## config.mk

```make
export PLATFORM = sky130hd
export DESIGN_NAME = gpm_top
export DESIGN_NICKNAME = d
export VERILOG_FILES = /design/src/core/gpm_pkg.sv /design/src/core/gpm_port_if.sv /design/src/core/gpm_top.sv /design/src/core/gpm_port.sv
export SDC_FILE = /design/constraint.sdc
export NUM_CORES = 1
export LEC_CHECK = 0
export ABC_CLOCK_PERIOD_IN_PS = 900
export BUFFER_PORTS_ARGS = -buffer_cell sky130_fd_sc_hd__buf_2
export CAP_MARGIN = 25
export CORE_UTILIZATION = 43
export DETAILED_ROUTE_END_ITERATION = 6
export PLACE_DENSITY_LB_ADDON = 0.2
export RECOVER_POWER = 50
export SETUP_SLACK_MARGIN = 0.3
export SYNTH_ARGS = -nofsm -noshare
export SYNTH_HDL_FRONTEND = slang
export SYNTH_SLANG_ARGS = --single-unit
```

## constraint.sdc

```tcl
create_clock -name clk_i -period 0.9 [get_ports clk_i]
set_input_delay 0.045 -clock clk_i [delete_from_list [all_inputs] [get_ports clk_i]]
set_output_delay 0.045 -clock clk_i [all_outputs]
set_load 0.02 [all_outputs]
```

## src/core/gpm_pkg.sv

```systemverilog
// Package of constants, types and helpers for the two-port GPIO and serial pin mux
// Function
// - Each pin of both ports is set to input or output on its own.
// - Any single pin can raise an interrupt on its own, whatever its neighbours do.
// - An output pin can be driven push-pull, open-drain or open-source, chosen per pin.
// - Each low pin of the second port selects either its GPIO function or the serial channel.
// - Shared pin zero is the SPI slave-out line: input as master, output as slave.
// - Shared pin one is the SPI master-out line: output as master, input as slave.
// - Shared pin two is the SPI clock: output as master, input as slave.
// - In UART mode pin zero carries transmit data out and pin one brings receive data in.
// - In UART mode pin two carries the active-low request-to-send output.
// - In I2C mode pin zero is the two-way I2C clock and pin one the two-way I2C data line.
package gpm_pkg;

  localparam int PORT_W = 8;
  localparam int SER_PINS = 3;

  // Shared pin positions on the second port
  localparam int PIN_SER0 = 0;
  localparam int PIN_SER1 = 1;
  localparam int PIN_SER2 = 2;

  // Reset values
  localparam logic [PORT_W-1:0]   PORT_RST = 8'h00;
  localparam logic [SER_PINS-1:0] SER_RST  = 3'h0;

  typedef enum logic [1:0] {
    GPM_DRV_PUSH   = 2'b00,
    GPM_DRV_DRAIN  = 2'b01,
    GPM_DRV_SOURCE = 2'b10
  } gpm_drive_t;

  typedef enum logic [1:0] {
    GPM_SER_UART = 2'b00,
    GPM_SER_SPI  = 2'b01,
    GPM_SER_I2C  = 2'b10,
    GPM_SER_OFF  = 2'b11
  } gpm_ser_mode_t;

  // Returns {pin_out, pin_oe} for one pin
  function automatic logic [1:0] drive_pin(input logic       dir,
                                           input logic       data,
                                           input gpm_drive_t mode);
    logic [1:0] r;
    r = 2'b00;
    case (mode)
      GPM_DRV_DRAIN:  r = {1'b0, dir & ~data};
      GPM_DRV_SOURCE: r = {1'b1, dir & data};
      default:        r = {data, dir};
    endcase
    return r;
  endfunction

endpackage

```

## src/core/gpm_port_if.sv

```systemverilog
// Interface carrying one GPIO port's configuration and state between top and port logic
`timescale 1ns/10ps
interface gpm_port_if #(parameter int W = gpm_pkg::PORT_W);
  logic [W-1:0]                dir;
  logic [W-1:0]                data_out;
  gpm_pkg::gpm_drive_t [W-1:0] drive;
  logic [W-1:0]                int_en;
  logic [W-1:0]                int_rise;
  logic [W-1:0]                int_clr;
  logic [W-1:0]                pin_raw;
  logic [W-1:0]                level;
  logic [W-1:0]                pin_o;
  logic [W-1:0]                pin_oe;
  logic [W-1:0]                int_flag;

  modport ctrl (output dir, data_out, drive, int_en, int_rise, int_clr, pin_raw,
                input  level, pin_o, pin_oe, int_flag);
  modport port (input  dir, data_out, drive, int_en, int_rise, int_clr, pin_raw,
                output level, pin_o, pin_oe, int_flag);
endinterface

```

## src/core/gpm_top.sv

```systemverilog
// Top: two GPIO ports with the second port's low pins shared with the serial channel
`timescale 1ns/10ps
module gpm_top #(
  parameter int W = gpm_pkg::PORT_W
) (
  input  wire logic                        clk_i,
  input  wire logic                        reset_n_i,
  // First port
  input  wire logic [W-1:0]                portb_pin_i,
  output logic      [W-1:0]                portb_pin_o,
  output logic      [W-1:0]                portb_pin_oe_o,
  input  wire logic [W-1:0]                portb_dir_i,
  input  wire logic [W-1:0]                portb_data_i,
  input  wire gpm_pkg::gpm_drive_t [W-1:0] portb_drive_i,
  input  wire logic [W-1:0]                portb_int_en_i,
  input  wire logic [W-1:0]                portb_int_rise_i,
  input  wire logic [W-1:0]                portb_int_clr_i,
  output logic      [W-1:0]                portb_level_o,
  output logic      [W-1:0]                portb_int_flag_o,
  // Second port
  input  wire logic [W-1:0]                portc_pin_i,
  output logic      [W-1:0]                portc_pin_o,
  output logic      [W-1:0]                portc_pin_oe_o,
  input  wire logic [W-1:0]                portc_dir_i,
  input  wire logic [W-1:0]                portc_data_i,
  input  wire gpm_pkg::gpm_drive_t [W-1:0] portc_drive_i,
  input  wire logic [W-1:0]                portc_int_en_i,
  input  wire logic [W-1:0]                portc_int_rise_i,
  input  wire logic [W-1:0]                portc_int_clr_i,
  output logic      [W-1:0]                portc_level_o,
  output logic      [W-1:0]                portc_int_flag_o,
  // Serial channel selection
  input  wire logic [2:0]                  portc_alt_sel_i,
  input  wire gpm_pkg::gpm_ser_mode_t      serial_mode_i,
  input  wire logic                        spi_master_i,
  // Serial engine side
  input  wire logic                        uart_transmit_line_i,
  output logic                             uart_receive_line_o,
  input  wire logic                        uart_request_to_send_n_i,
  input  wire logic                        spi_slave_out_line_i,
  output logic                             spi_slave_out_line_o,
  input  wire logic                        spi_master_out_line_i,
  output logic                             spi_master_out_line_o,
  input  wire logic                        spi_clock_line_i,
  output logic                             spi_clock_line_o,
  input  wire logic                        i2c_clock_line_low_i,
  output logic                             i2c_clock_line_o,
  input  wire logic                        i2c_data_line_low_i,
  output logic                             i2c_data_line_o
);

  ////////////////////////////////////////////////////////////////////////////
  // GPIO ports

  gpm_port_if #(.W(W)) b_if ();
  gpm_port_if #(.W(W)) c_if ();

  assign b_if.dir      = portb_dir_i;
  assign b_if.data_out = portb_data_i;
  assign b_if.drive    = portb_drive_i;
  assign b_if.int_en   = portb_int_en_i;
  assign b_if.int_rise = portb_int_rise_i;
  assign b_if.int_clr  = portb_int_clr_i;
  assign b_if.pin_raw  = portb_pin_i;

  assign c_if.dir      = portc_dir_i;
  assign c_if.data_out = portc_data_i;
  assign c_if.drive    = portc_drive_i;
  assign c_if.int_en   = portc_int_en_i;
  assign c_if.int_rise = portc_int_rise_i;
  assign c_if.int_clr  = portc_int_clr_i;
  assign c_if.pin_raw  = portc_pin_i;

  gpm_port #(.W(W)) u_portb (
    .clk_i     (clk_i),
    .reset_n_i (reset_n_i),
    .pif       (b_if.port)
  );

  gpm_port #(.W(W)) u_portc (
    .clk_i     (clk_i),
    .reset_n_i (reset_n_i),
    .pif       (c_if.port)
  );

  ////////////////////////////////////////////////////////////////////////////
  // Serial pin mux on the shared pins

  typedef struct packed {
    logic [gpm_pkg::SER_PINS-1:0] out;
    logic [gpm_pkg::SER_PINS-1:0] oe;
  } gpm_mux_state_t;

  gpm_mux_state_t st_reg;
  gpm_mux_state_t st_next;

  // Serial outputs are registered here, so shared pins lag the engine by one cycle
  always_comb begin
    logic [1:0] d [gpm_pkg::SER_PINS];
    logic [1:0] gp;
    gp      = 2'b00;
    d       = '{default: 2'b00};
    st_next = '0;
    for (int i = 0; i < gpm_pkg::SER_PINS; i++) begin
      gp   = {c_if.pin_o[i], c_if.pin_oe[i]};
      d[i] = gp;
      if (portc_alt_sel_i[i]) begin
        case (serial_mode_i)
          gpm_pkg::GPM_SER_UART: begin
            case (i)
              gpm_pkg::PIN_SER0: d[i] = gpm_pkg::drive_pin(1'b1, uart_transmit_line_i,
                                                            gpm_pkg::GPM_DRV_PUSH);
              gpm_pkg::PIN_SER1: d[i] = 2'b00;
              default:           d[i] = gpm_pkg::drive_pin(1'b1, uart_request_to_send_n_i,
                                                            gpm_pkg::GPM_DRV_PUSH);
            endcase
          end
          gpm_pkg::GPM_SER_SPI: begin
            case (i)
              gpm_pkg::PIN_SER0: d[i] = gpm_pkg::drive_pin(~spi_master_i, spi_slave_out_line_i,
                                                            gpm_pkg::GPM_DRV_PUSH);
              gpm_pkg::PIN_SER1: d[i] = gpm_pkg::drive_pin(spi_master_i, spi_master_out_line_i,
                                                            gpm_pkg::GPM_DRV_PUSH);
              default:           d[i] = gpm_pkg::drive_pin(spi_master_i, spi_clock_line_i,
                                                            gpm_pkg::GPM_DRV_PUSH);
            endcase
          end
          gpm_pkg::GPM_SER_I2C: begin
            // Both I2C lines only ever pull low; the board pull-up gives the high level
            case (i)
              gpm_pkg::PIN_SER0: d[i] = {1'b0, i2c_clock_line_low_i};
              gpm_pkg::PIN_SER1: d[i] = {1'b0, i2c_data_line_low_i};
              default:           d[i] = gp;
            endcase
          end
          default: d[i] = gp;
        endcase
      end
      st_next.out[i] = d[i][1];
      st_next.oe[i]  = d[i][0];
    end
  end

  always_ff @(posedge clk_i or negedge reset_n_i) begin
    if (!reset_n_i) begin
      st_reg.out <= gpm_pkg::SER_RST;
      st_reg.oe  <= gpm_pkg::SER_RST;
    end else begin
      st_reg <= st_next;
    end
  end

  ////////////////////////////////////////////////////////////////////////////
  // Outputs

  assign portb_pin_o      = b_if.pin_o;
  assign portb_pin_oe_o   = b_if.pin_oe;
  assign portb_level_o    = b_if.level;
  assign portb_int_flag_o = b_if.int_flag;

  assign portc_pin_o      = {c_if.pin_o[W-1:gpm_pkg::SER_PINS], st_reg.out};
  assign portc_pin_oe_o   = {c_if.pin_oe[W-1:gpm_pkg::SER_PINS], st_reg.oe};
  assign portc_level_o    = c_if.level;
  assign portc_int_flag_o = c_if.int_flag;

  // Serial inputs read the synchronised levels, never the raw pins
  assign uart_receive_line_o   = c_if.level[gpm_pkg::PIN_SER1];
  assign spi_slave_out_line_o  = c_if.level[gpm_pkg::PIN_SER0];
  assign spi_master_out_line_o = c_if.level[gpm_pkg::PIN_SER1];
  assign spi_clock_line_o      = c_if.level[gpm_pkg::PIN_SER2];
  assign i2c_clock_line_o      = c_if.level[gpm_pkg::PIN_SER0];
  assign i2c_data_line_o       = c_if.level[gpm_pkg::PIN_SER1];

endmodule

```

## src/core/gpm_port.sv

```systemverilog
// One GPIO port: input synchroniser, per-pin drive, per-pin edge interrupt flags
`timescale 1ns/10ps
module gpm_port #(
  parameter int W = gpm_pkg::PORT_W
) (
  input  wire logic clk_i,
  input  wire logic reset_n_i,
  gpm_port_if.port  pif
);

  typedef struct packed {
    logic [W-1:0] meta;
    logic [W-1:0] sync;
    logic [W-1:0] prev;
    logic [W-1:0] flag;
    logic [W-1:0] out;
    logic [W-1:0] oe;
  } gpm_port_state_t;

  gpm_port_state_t st_reg;
  gpm_port_state_t st_next;

  always_comb begin
    logic       hit;
    logic [1:0] drv;
    hit = 1'b0;
    drv = 2'b00;
    st_next      = st_reg;
    st_next.meta = pif.pin_raw;
    st_next.sync = st_reg.meta;
    st_next.prev = st_reg.sync;
    for (int i = 0; i < W; i++) begin
      hit = pif.int_rise[i] ? (st_reg.sync[i] & ~st_reg.prev[i])
                            : (~st_reg.sync[i] & st_reg.prev[i]);
      // Set is applied after clear so a same-cycle edge is never lost
      if (pif.int_clr[i]) begin
        st_next.flag[i] = 1'b0;
      end
      if (pif.int_en[i] && hit) begin
        st_next.flag[i] = 1'b1;
      end
      drv = gpm_pkg::drive_pin(pif.dir[i], pif.data_out[i], pif.drive[i]);
      st_next.out[i] = drv[1];
      st_next.oe[i]  = drv[0];
    end
  end

  always_ff @(posedge clk_i or negedge reset_n_i) begin
    if (!reset_n_i) begin
      st_reg <= '0;
    end else begin
      st_reg <= st_next;
    end
  end

  assign pif.level    = st_reg.sync;
  assign pif.pin_o    = st_reg.out;
  assign pif.pin_oe   = st_reg.oe;
  assign pif.int_flag = st_reg.flag;

endmodule

```

**After elaboration in Yosys (flattened, before gate mapping)**

Cells that the tools add are included.

- Logic and storage cells: 278
- Input port bits: 143
- Register bits: 102

- Reductions and logical operators: 33
- Bitwise gates (word level): 113
- Equality and inequality tests: 34
- Multiplexer cells: 70

Operators by type and width:

| operator | count |
|---|---|
| $pmux W2 S2 | 17 |
| $and A1 B1 Y1 | 64 |
| $not A1 Y1 | 49 |
| $mux W1 | 48 |
| $eq A2 B1 Y1 const B | 17 |
| $eq A2 B2 Y1 const B | 17 |
| $reduce_bool A2 Y1 | 16 |
| $logic_and A1 B1 Y1 | 16 |
| $pmux W2 S3 | 2 |
| $mux W2 | 3 |
| $logic_not A2 Y1 | 1 |

**Logic depth before layout (Yosys ltp)**

Gate-level depths: netlist of run 1.

- Word-level depth: 5
- Depth in mapped cells: 5

**By module**

A second synthesis of run 1 with hierarchy kept.

- Cells, all modules: 391
- Area, all modules: 4788.3 sq um

By module, submodules not included:

| module | area each (sq um) | instances | cells each | sequential area each (sq um) |
|---|---|---|---|---|
| gpm_port | 2212.1 | 2 | 176 | 1201.2 |
| gpm_top | 364.1 | 1 | 39 | 150.1 |

**Least setup slack after synthesis of run 1**

No wires, ideal clock.

- Kind: flip-flop to flip-flop
- Start: register u_portc.st_reg, in the netlist u_portc.pif.level[1]
- End: register u_portc.st_reg, in the netlist u_portc.pif.int_flag[1]
- Setup time: 0.129 ns
- Path slack: -0.120 ns
- Period minus slack after synthesis: 1.020 ns
- Stages on the path, launching flop included: 4
- Arrival time: 0.892 ns
- Cell sequence: dfrtp_1 > and3b_1 > o21ai_0 > o21ai_0

- Word-level cells in the longest chain between the ends: 5
- Elaborated cells between the ends (all ways): 7
- Those cells by class: mux: 2; bitwise: 3; reduce/logical: 2

Ends and longest elaborated chain:

| item | line | text |
|---|---|---|
| start, declared | gpm_port.sv:20 | `gpm_port_state_t st_reg;` |
| start signal, assigned | gpm_port.sv:52 | `st_reg <= st_next;` |
| $not A1 Y1 | gpm_port.sv:34 | `: (~st_reg.sync[i] & st_reg.prev[i]);` |
| $and A1 B1 Y1 | gpm_port.sv:34 |  |
| $mux W1 * | gpm_port.sv:33 | `hit = pif.int_rise[i] ? (st_reg.sync[i] & ~st_reg.prev[i])` |
| $logic_and A1 B1 Y1 * | gpm_port.sv:39 | `if (pif.int_en[i] && hit) begin` |
| $mux W1 or $reduce_bool A2 Y1 (tied branches) | n/a |  |

Every way passes the cells marked *; elsewhere a longest branch is shown, timed or not.
A chain may end at the register's enable or synchronous reset.

**Final worst setup path of run 1**

- Start: register u_portc.st_reg, in the netlist u_portc.pif.level[1]
- End: output uart_receive_line_o

RTL lines:

| item | line | text |
|---|---|---|
| end, declared | gpm_top.sv:38 | `output logic uart_receive_line_o,` |

No word-level cell between the ends.

==> results of run 1 <==
[cells in the mapped netlist, types with 16 or more instances]
| cell | instances |
|---|---|
| nor3b_1 | 16 |
| and3b_1 | 16 |
| nand2_1 | 22 |
| dfrtp_1 | 102 |
| a21boi_0 | 16 |
| inv_1 | 50 |
| nor2_1 | 16 |
| a21oi_1 | 17 |
| o21ai_0 | 35 |
| buf_4 | 61 |
| ha_1 | 32 |
| mux2_2 | 16 |
[where the power goes]
| part | internal (µW) | total (µW) | switching [µW] |
|---|---|---|---|
| registers | 4920 | 5110 | 194 |
| logic | 1480 | 2630 | 1150 |
| clock network | 1410 | 3040 | 1630 |
| total | 7810 | 10800 | 2980 |
[path summary, 6_finish.rpt]
| check | startpoint | end | slack (ps) | cells after the start |
|---|---|---|---|---|
| max reg2reg | u_portb.pif.level[0] | u_portb.pif.int_flag[0] | -140 | 4 |
| max | u_portc.pif.level[1] | uart_receive_line_o | -180 | 2 |
| min reg2reg | u_portb.st_next[39] | u_portb.pif.level[7] | 350 | 0 |
| min | portb_data_i[7] | u_portb.pif.pin_o[7] | -60 | 2 |
| max in group asynchronous | reset_n_i | u_portb.st_reg[24] | 40 | 3 |
| min in group asynchronous | reset_n_i | u_portb.pif.int_flag[7] | 230 | 2 |
[routing by layer]
layer / wire (µm) / global-route usage [%]
met1: 4260 / 21.5
met2: 6120 / 37.0
met3: 659 / 4.23
met4: 110 / 5.95
met5: 0 / 0
[metrics by stage]
| stage | hold WS, ps | util (%) | setup WS [ps] |
|---|---|---|---|
| after global routing | -83.0 | 71.8 | -219 |
| after global placement | -106 | 56.8 | 7.57 |
| after floorplan | -251 | - | -14.6 |
| final | -64.7 | 71.8 | -180 |
| after CTS | -85.3 | 70.7 | -195 |
| after detailed placement | -107 | 56.8 | -17.1 |
[final cells by class]
class	instances	area, µm²	share of cell area [%]
clock buffer	10	138	1.83
clock inverter	6	76.3	1.02
inverter	50	308	4.10
multi-input combinational	199	1820	24.2
sequential	102	2560	34.0
tap	136	170	2.26
timing repair buffer	306	2450	32.6
[cells by family (layout without fill, tap and decap cells)]
group	count (synthesis)	in the layout	synth area share (%)
buffers and inverters	112	372	14.0
flip-flops	102	102	54.5
AND/OR/NAND/NOR	78	78	9.78
AO/OA/AOI/OAI	71	71	8.74
adder cells (fa/ha/maj)	32	32	8.55
multiplexers	18	18	4.38
[repair_timing]
item,in CTS,in global routing
pin swaps,3,1
setup buffers,14,7
endpoints found under the hold margin,172,31
resized for setup,156,25
setup endpoints to repair,95,106
==> summary.md, run 1 <==
| Metric | Value |
|---|---|
| Outcome | `complete, but fails checks` |
| Failing checks | `hold timing, setup timing` |
| RSZ-0062 raised after global routing | `yes` |
| Achievable Freq | `about 900 MHz` |
| CP Launch Type | `register` |
| Cts bufs inserted | `9` |
| Fraction of layout cells with a size suffix above 1 | `between 40 and 50%` |
| Mean Syn Cell Area | `roughly 11 µm²` |
| Core ar. | `approximately 10000 µm²` |
| CTS H-tree lvls | `3` |
| Post-synthesis cell count | `about 410` |
| Slew Limit Headroom | `between 50 and 60%` |
| Syn Std Cell Area | `4680 µm²` |
| Pwr per Cell Area | `1440 nW/µm²` |
| Final instance area | `7510 µm²` |
| Clock buffer depth | `2` |
| Setup WS post-layout | `-180 ps` |
| Mapped Nets | `around 600` |
| Async set-or-reset flop fraction in the synthesized netlist | `100%` |
| Area of placed instances | `approximately 5900 µm²` |
| Endpoint type of the worst setup path | `output port` |
| Starting Density | `approximately 45%` |
| CTS Root Cell | `clkbuf_8` |
| DP HPWL | `7510 µm` |
| Clock sink total | `between 100 and 150` |
| DRC | `0` |
| Number of synthesized flops with an enable pin | `0` |
| Setup TNS | `-4950 ps` |
| Post-Place Cells | `708` |
| Remaining antenna violation count | `0` |
| Top cells by area, synth | `dfrtp_1, buf_4, ha_1` |
| Vias after detailed routing | `3722` |
| Area fraction of the dominant cell type after synthesis | `54.5%` |
| WHS | `-64.7 ps` |
| N_diodes | `0` |
| CP required | `850 ps` |
| Seq cells post-synth | `approximately 100` |
| Reg clk slew, reported paths | `110 ps` |
| Initial antenna violation count | `0` |
| CP delay by family, top | `flip-flops` |
| Hold Buf Count CTS | `64` |
| Crit-path slowest cell | `dfrtp_2` |
| Non-filler instance count after layout | `about 810` |
| Worst path bufs/invs | `2` |
| Worst skew pair latency | `360 ps` |
| Die ar. | `around 11000 µm²` |
| Hold Fails Final Rpt | `34` |
| Worst-Margin Slew | `~670 ps` |
| WL final | `11200 µm` |
| Final setup viols | `between 80 and 90` |
| CTS tree | `done` |
| Crit path DAT | `between 1000 and 1500 ps` |
| Most frequent cells in the layout | `buf_2, dfrtp_1, buf_6, dlygate4sd3_1, inv_1` |
| Vias per inst | `about 4.6` |
| Initial DRC Count | `124` |
| WL per Instance | `between 10 and 15 µm` |
| Max Cap Viol | `0` |
| CP cell instances | `buf_6 > buf_6` |
| VDD IR max | `0.000977 V` |
| Slowest stage delay, CP | `between 400 and 500 ps` |
| Critical path type | `reg -> out` |
| Yosys warns | `0` |
| IO Pins | `~210` |
| Most common cell after layout, fill and taps aside | `buf_2` |
| CP Max Fanout | `5` |
| Die extent in y | `between 100 and 150 µm` |
| Leak | `~0.0038 µW` |
| HP Class | `in -> reg` |
| Distinct cells, synth | `26` |
| Nets | `843` |
| Sequential-to-total area share from yosys stat | `around 55%` |
| 1st-pass router iterations | `4` |
| Total grt overflow | `0` |
| Final Wtd Congestion | `a little under 0.9` |
| Die width | `between 100 and 150 µm` |
| Syn-to-layout area delta | `60.5%` |
| Largest net degree at the start of global routing | `31` |
| Final Max Slew Viols | `0` |
| Design Power | `between 10000 and 15000 µW` |
| Final setup skew | `between 10 and 15 ps` |
| Tcrit/Tclk final | `120%` |
| Minimum clock period after layout | `about 1100 ps` |
| Yosys top cell by area | `dfrtp_1` |
| CP dominant cell by count | `buf_6` |
| Num rows | `37` |
| Overall routing resource usage | `~19%` |
| Fillers | `between 700 and 800` |
| First-pass GRT wire length | `17300 µm` |
| I/O Buffers | `approximately 210` |
| Top FF cell, synth | `dfrtp_1` |
| Vias in the first global route | `~3800` |
Power figures use the tool's default switching activity.
==> inputs of run 2 (changes only) <==
--- a/config.mk
+++ b/config.mk
@@ -5,6 +5,7 @@
 export SDC_FILE = /design/constraint.sdc
 export NUM_CORES = 1
 export LEC_CHECK = 0
+export ABC_AREA = 1
 export ABC_CLOCK_PERIOD_IN_PS = 900
 export BUFFER_PORTS_ARGS = -buffer_cell sky130_fd_sc_hd__buf_2
 export CAP_MARGIN = 25
==> summary.md, run 2 <==
| Metric | Value |
|---|---|
| Outcome | `complete, but fails checks (unchanged)` |
| Failing checks | `hold timing, setup timing (unchanged)` |
| Yosys warns | `0 (unchanged)` |
| Final setup skew | `5.21 ps (was 14.2 ps)` |
| IO Pins | `213 (unchanged)` |
| Final Max Slew Viols | `0 (unchanged)` |
| Core ar. | `10500 µm² (about the same)` |
| Simple-gate area share of the yosys netlist | `9.77% (was 9.78%)` |
| Die ar. | `11400 µm² (was 11300 µm²)` |
| N_diodes | `0 (unchanged)` |
| CP Max Fanout | `4 (was 5)` |
| Yosys top cell by area | `dfrtp_1 (unchanged)` |
| Worst skew pair latency | `350 ps (was 360 ps)` |
| Vias after detailed routing | `4001 (was 3722)` |
| First-pass GRT wire length | `18400 µm (was 17300 µm)` |
| Post-synthesis cell count | `476 (was 413)` |
| Clock sink total | `102 (unchanged)` |
| RSZ-0062 raised after global routing | `yes (unchanged)` |
| WL final | `11800 µm (was 11200 µm)` |
| Critical Path Source | `u_portc.pif.level[0] (was u_portc.pif.level[1])` |
| Tcrit/Tclk final | `112% (was 120%)` |
| Overall routing resource usage | `20.8% (was 19.5%)` |
| Slowest stage delay, CP | `460 ps (was 420 ps)` |
| Endpoint type of the worst setup path | `output port (unchanged)` |
| Final Wtd Congestion | `0.793 (was 0.895)` |
| CP cell instances | `buf_6 (was buf_6 > buf_6)` |
| Vias per inst | `4.58 (was 4.60)` |
| Largest net degree at the start of global routing | `42 (was 31)` |
| Worst-Margin Slew | `661 ps (was 667 ps)` |
| I/O Buffers | `212 (unchanged)` |
| Mean Syn Cell Area | `9.95 µm² (was 11.3 µm²)` |
| DRC | `0 (unchanged)` |
| WHS | `-72.2 ps (was -64.7 ps)` |
| End-of-flow core utilization | `69.8% (was 71.8%)` |
| Distinct cells, synth | `15 (was 26)` |
| Area fraction of the dominant cell type after synthesis | `53.9% (was 54.5%)` |
| Achievable Freq | `991 MHz (was 926 MHz)` |
| VDD IR max | `0.000732 V (was 0.000977 V)` |
| CTS tree | `done (unchanged)` |
| WP depth | `1 (was 2)` |
| Hold Fails Final Rpt | `40 (was 34)` |
| Initial DRC Count | `176 (was 124)` |
| Nets | `908 (was 843)` |
| Die width | `107 µm (was 106 µm)` |
| Seq cells post-synth | `102 (unchanged)` |
| CP Launch Type | `register (unchanged)` |
| Max Cap Viol | `0 (unchanged)` |
| Setup TNS | `-2620 ps (was -4950 ps)` |
| DP HPWL | `7670 µm (was 7510 µm)` |
| Worst path bufs/invs | `1 (was 2)` |
| CP delay by family, top | `flip-flops (unchanged)` |
| CTS H-tree lvls | `3 (unchanged)` |
| Leak | `0.00393 µW (was 0.00376 µW)` |
| Syn-to-layout area delta | `54.9% (was 60.5%)` |
| Metal-1 WL | `4250 µm (was 4260 µm)` |
| Syn Std Cell Area | `4740 µm² (was 4680 µm²)` |
| Minimum clock period after layout | `1010 ps (was 1080 ps)` |
| Compound-gate portion of the synthesized area | `10.1% (was 8.74%)` |
| Reg clk slew, reported paths | `90 ps (was 110 ps)` |
| Top routing layer in use | `met4 (unchanged)` |
| Top cells by area, synth | `dfrtp_1, buf_4, ha_1 (unchanged)` |
| Synth Area in XOR/XNOR | `0% (unchanged)` |
| Placement Setup Slack | `-19.8 ps (was -17.1 ps)` |
| Critical path type | `reg -> out (unchanged)` |
| CP endpoint | `i2c_clock_line_o (was uart_receive_line_o)` |
| Top-count cell post-synth | `dfrtp_1 (unchanged)` |
| Fraction of layout cells with a size suffix above 1 | `40.5% (was 48.9%)` |
| Most frequent cells in the layout | `buf_2, dfrtp_1, buf_6, nand2_1, dlygate4sd3_1 (was buf_2, dfrtp_1, buf_6, dlygate4sd3_1, inv_1)` |
| Sequential-to-total area share from yosys stat | `53.9% (was 54.5%)` |
| Async set-or-reset flop fraction in the synthesized netlist | `100% (unchanged)` |
| Initial antenna violation count | `0 (unchanged)` |
| Number of synthesized flops with an enable pin | `0 (unchanged)` |
| R2R cell count | `5 (was 4)` |
| Area of placed instances | `5860 µm² (was 5940 µm²)` |
| Synth top cells by count | `dfrtp_1, inv_1, nand2_1, buf_4, ha_1 (was dfrtp_1, buf_4, inv_1, o21ai_0, ha_1)` |
| Met3 wire length | `843 µm (was 659 µm)` |
| Top FF cell, synth | `dfrtp_1 (unchanged)` |
| Starting Density | `45.1% (was 44.8%)` |
| DR WL met2 | `6340 µm (was 6120 µm)` |
| Cts bufs inserted | `9 (unchanged)` |
| Num rows | `37 (unchanged)` |
| Final instance area | `7340 µm² (was 7510 µm²)` |
| CP required | `850 ps (about the same)` |
| Total grt overflow | `0 (unchanged)` |
| Pwr per Cell Area | `1480 nW/µm² (was 1440 nW/µm²)` |
| 1st-pass router iterations | `5 (was 4)` |
| Final setup viols | `85 (was 86)` |
| Most common cell after layout, fill and taps aside | `buf_2 (unchanged)` |
| R2R Path End | `u_portc.pif.int_flag[0] (was u_portb.pif.int_flag[0])` |
| Clock buffer depth | `2 (unchanged)` |
| Reg2Reg Setup Slack | `-50 ps (was -140 ps)` |
| Setup WS post-layout | `-109 ps (was -180 ps)` |
| Crit path DAT | `960 ps (was 1030 ps)` |
| Die extent in y | `107 µm (was 106 µm)` |
| Mux share of post-synthesis cell area | `1.90% (was 4.38%)` |
| Crit-path slowest cell | `dfrtp_2 (unchanged)` |
| Remaining antenna violation count | `0 (unchanged)` |
| Slew Limit Headroom | `55.9% (was 55.5%)` |
| Synth Area in Adders | `8.45% (was 8.55%)` |
| Largest family of logic cells by synthesized area | `buffers and inverters (unchanged)` |
| CTS Root Cell | `clkbuf_8 (unchanged)` |
| Vias in the first global route | `4215 (was 3835)` |
| Fillers | `771 (was 724)` |
| WL per Instance | `13.5 µm (was 13.8 µm)` |
| RR Startpoint | `u_portc.pif.level[0] (was u_portb.pif.level[0])` |
| Mapped Nets | `651 (was 588)` |
| HP Class | `in -> reg (unchanged)` |
-- run 2: area by class of cell --
class / count / area (µm²) / area share [%]
inverters: 79 / 364 / 4.96
clock buffers: 11 / 141 / 1.93
multi-input cells: 234 / 1590 / 21.7
clock inverters: 5 / 81.3 / 1.11
well taps: 136 / 170 / 2.32
repair buffers: 307 / 2430 / 33.2
flip-flops and latches: 102 / 2560 / 34.8
-- run 2: cell families after synthesis --
family | after synthesis
buffers and inverters | 140
muxes | 8
AOI/OAI and AO/OA | 79
adders and majority gates | 32
DFF | 102
and+or+nand+nor | 115
-- run 2: worst min-delay path by stage --
stage | startpoint | end | slack [ps] | cells past startpoint
final | portc_alt_sel_i[1] | portc_pin_oe_o[1] | -70 | 3
after global routing | portb_data_i[4] | u_portb.pif.pin_o[4] | -60 | 3
after CTS | portb_data_i[0] | u_portb.pif.pin_o[0] | -90 | 3
after detailed placement | reset_n_i | u_portb.pif.int_flag[2] | -110 | 1
after global placement | reset_n_i | u_portb.pif.pin_o[1] | -110 | 1
after floorplan | reset_n_i | portc_pin_o[0] | -250 | 0
-- run 2: layer usage --
layer / up-vias / global-route usage (%)
met1: 1879 / 21.2
met5: - / 0
met4: 0 / 9.20
li1: 1942 / -
met3: 25 / 4.92
met2: 155 / 39.7
-- run 2: metrics by stage --
stage | hold WS (ps) | power, µW | std cells
floorplan | -251 | 6470 | 476
global placement | -110 | 6990 | 767
detailed placement | -107 | 7090 | 767
CTS | -88.7 | 11000 | 868
global route | -62.3 | 11500 | 874
finish | -72.2 | 10900 | 874
-- run 2: power by group --
part	switching (µW)	internal (µW)
Sequential	207	4930
Clock	1510	1650
Combinational	1200	1400
-- run 2: what timing repair did --
action	4_1_cts	5_1_grt
hold endpoints to repair	171	37
hold buffers	69	1
setup endpoints to repair	92	108
cloned	0	0
setup buffers	16	7
gates resized for setup	144	42
pin swaps	16	11
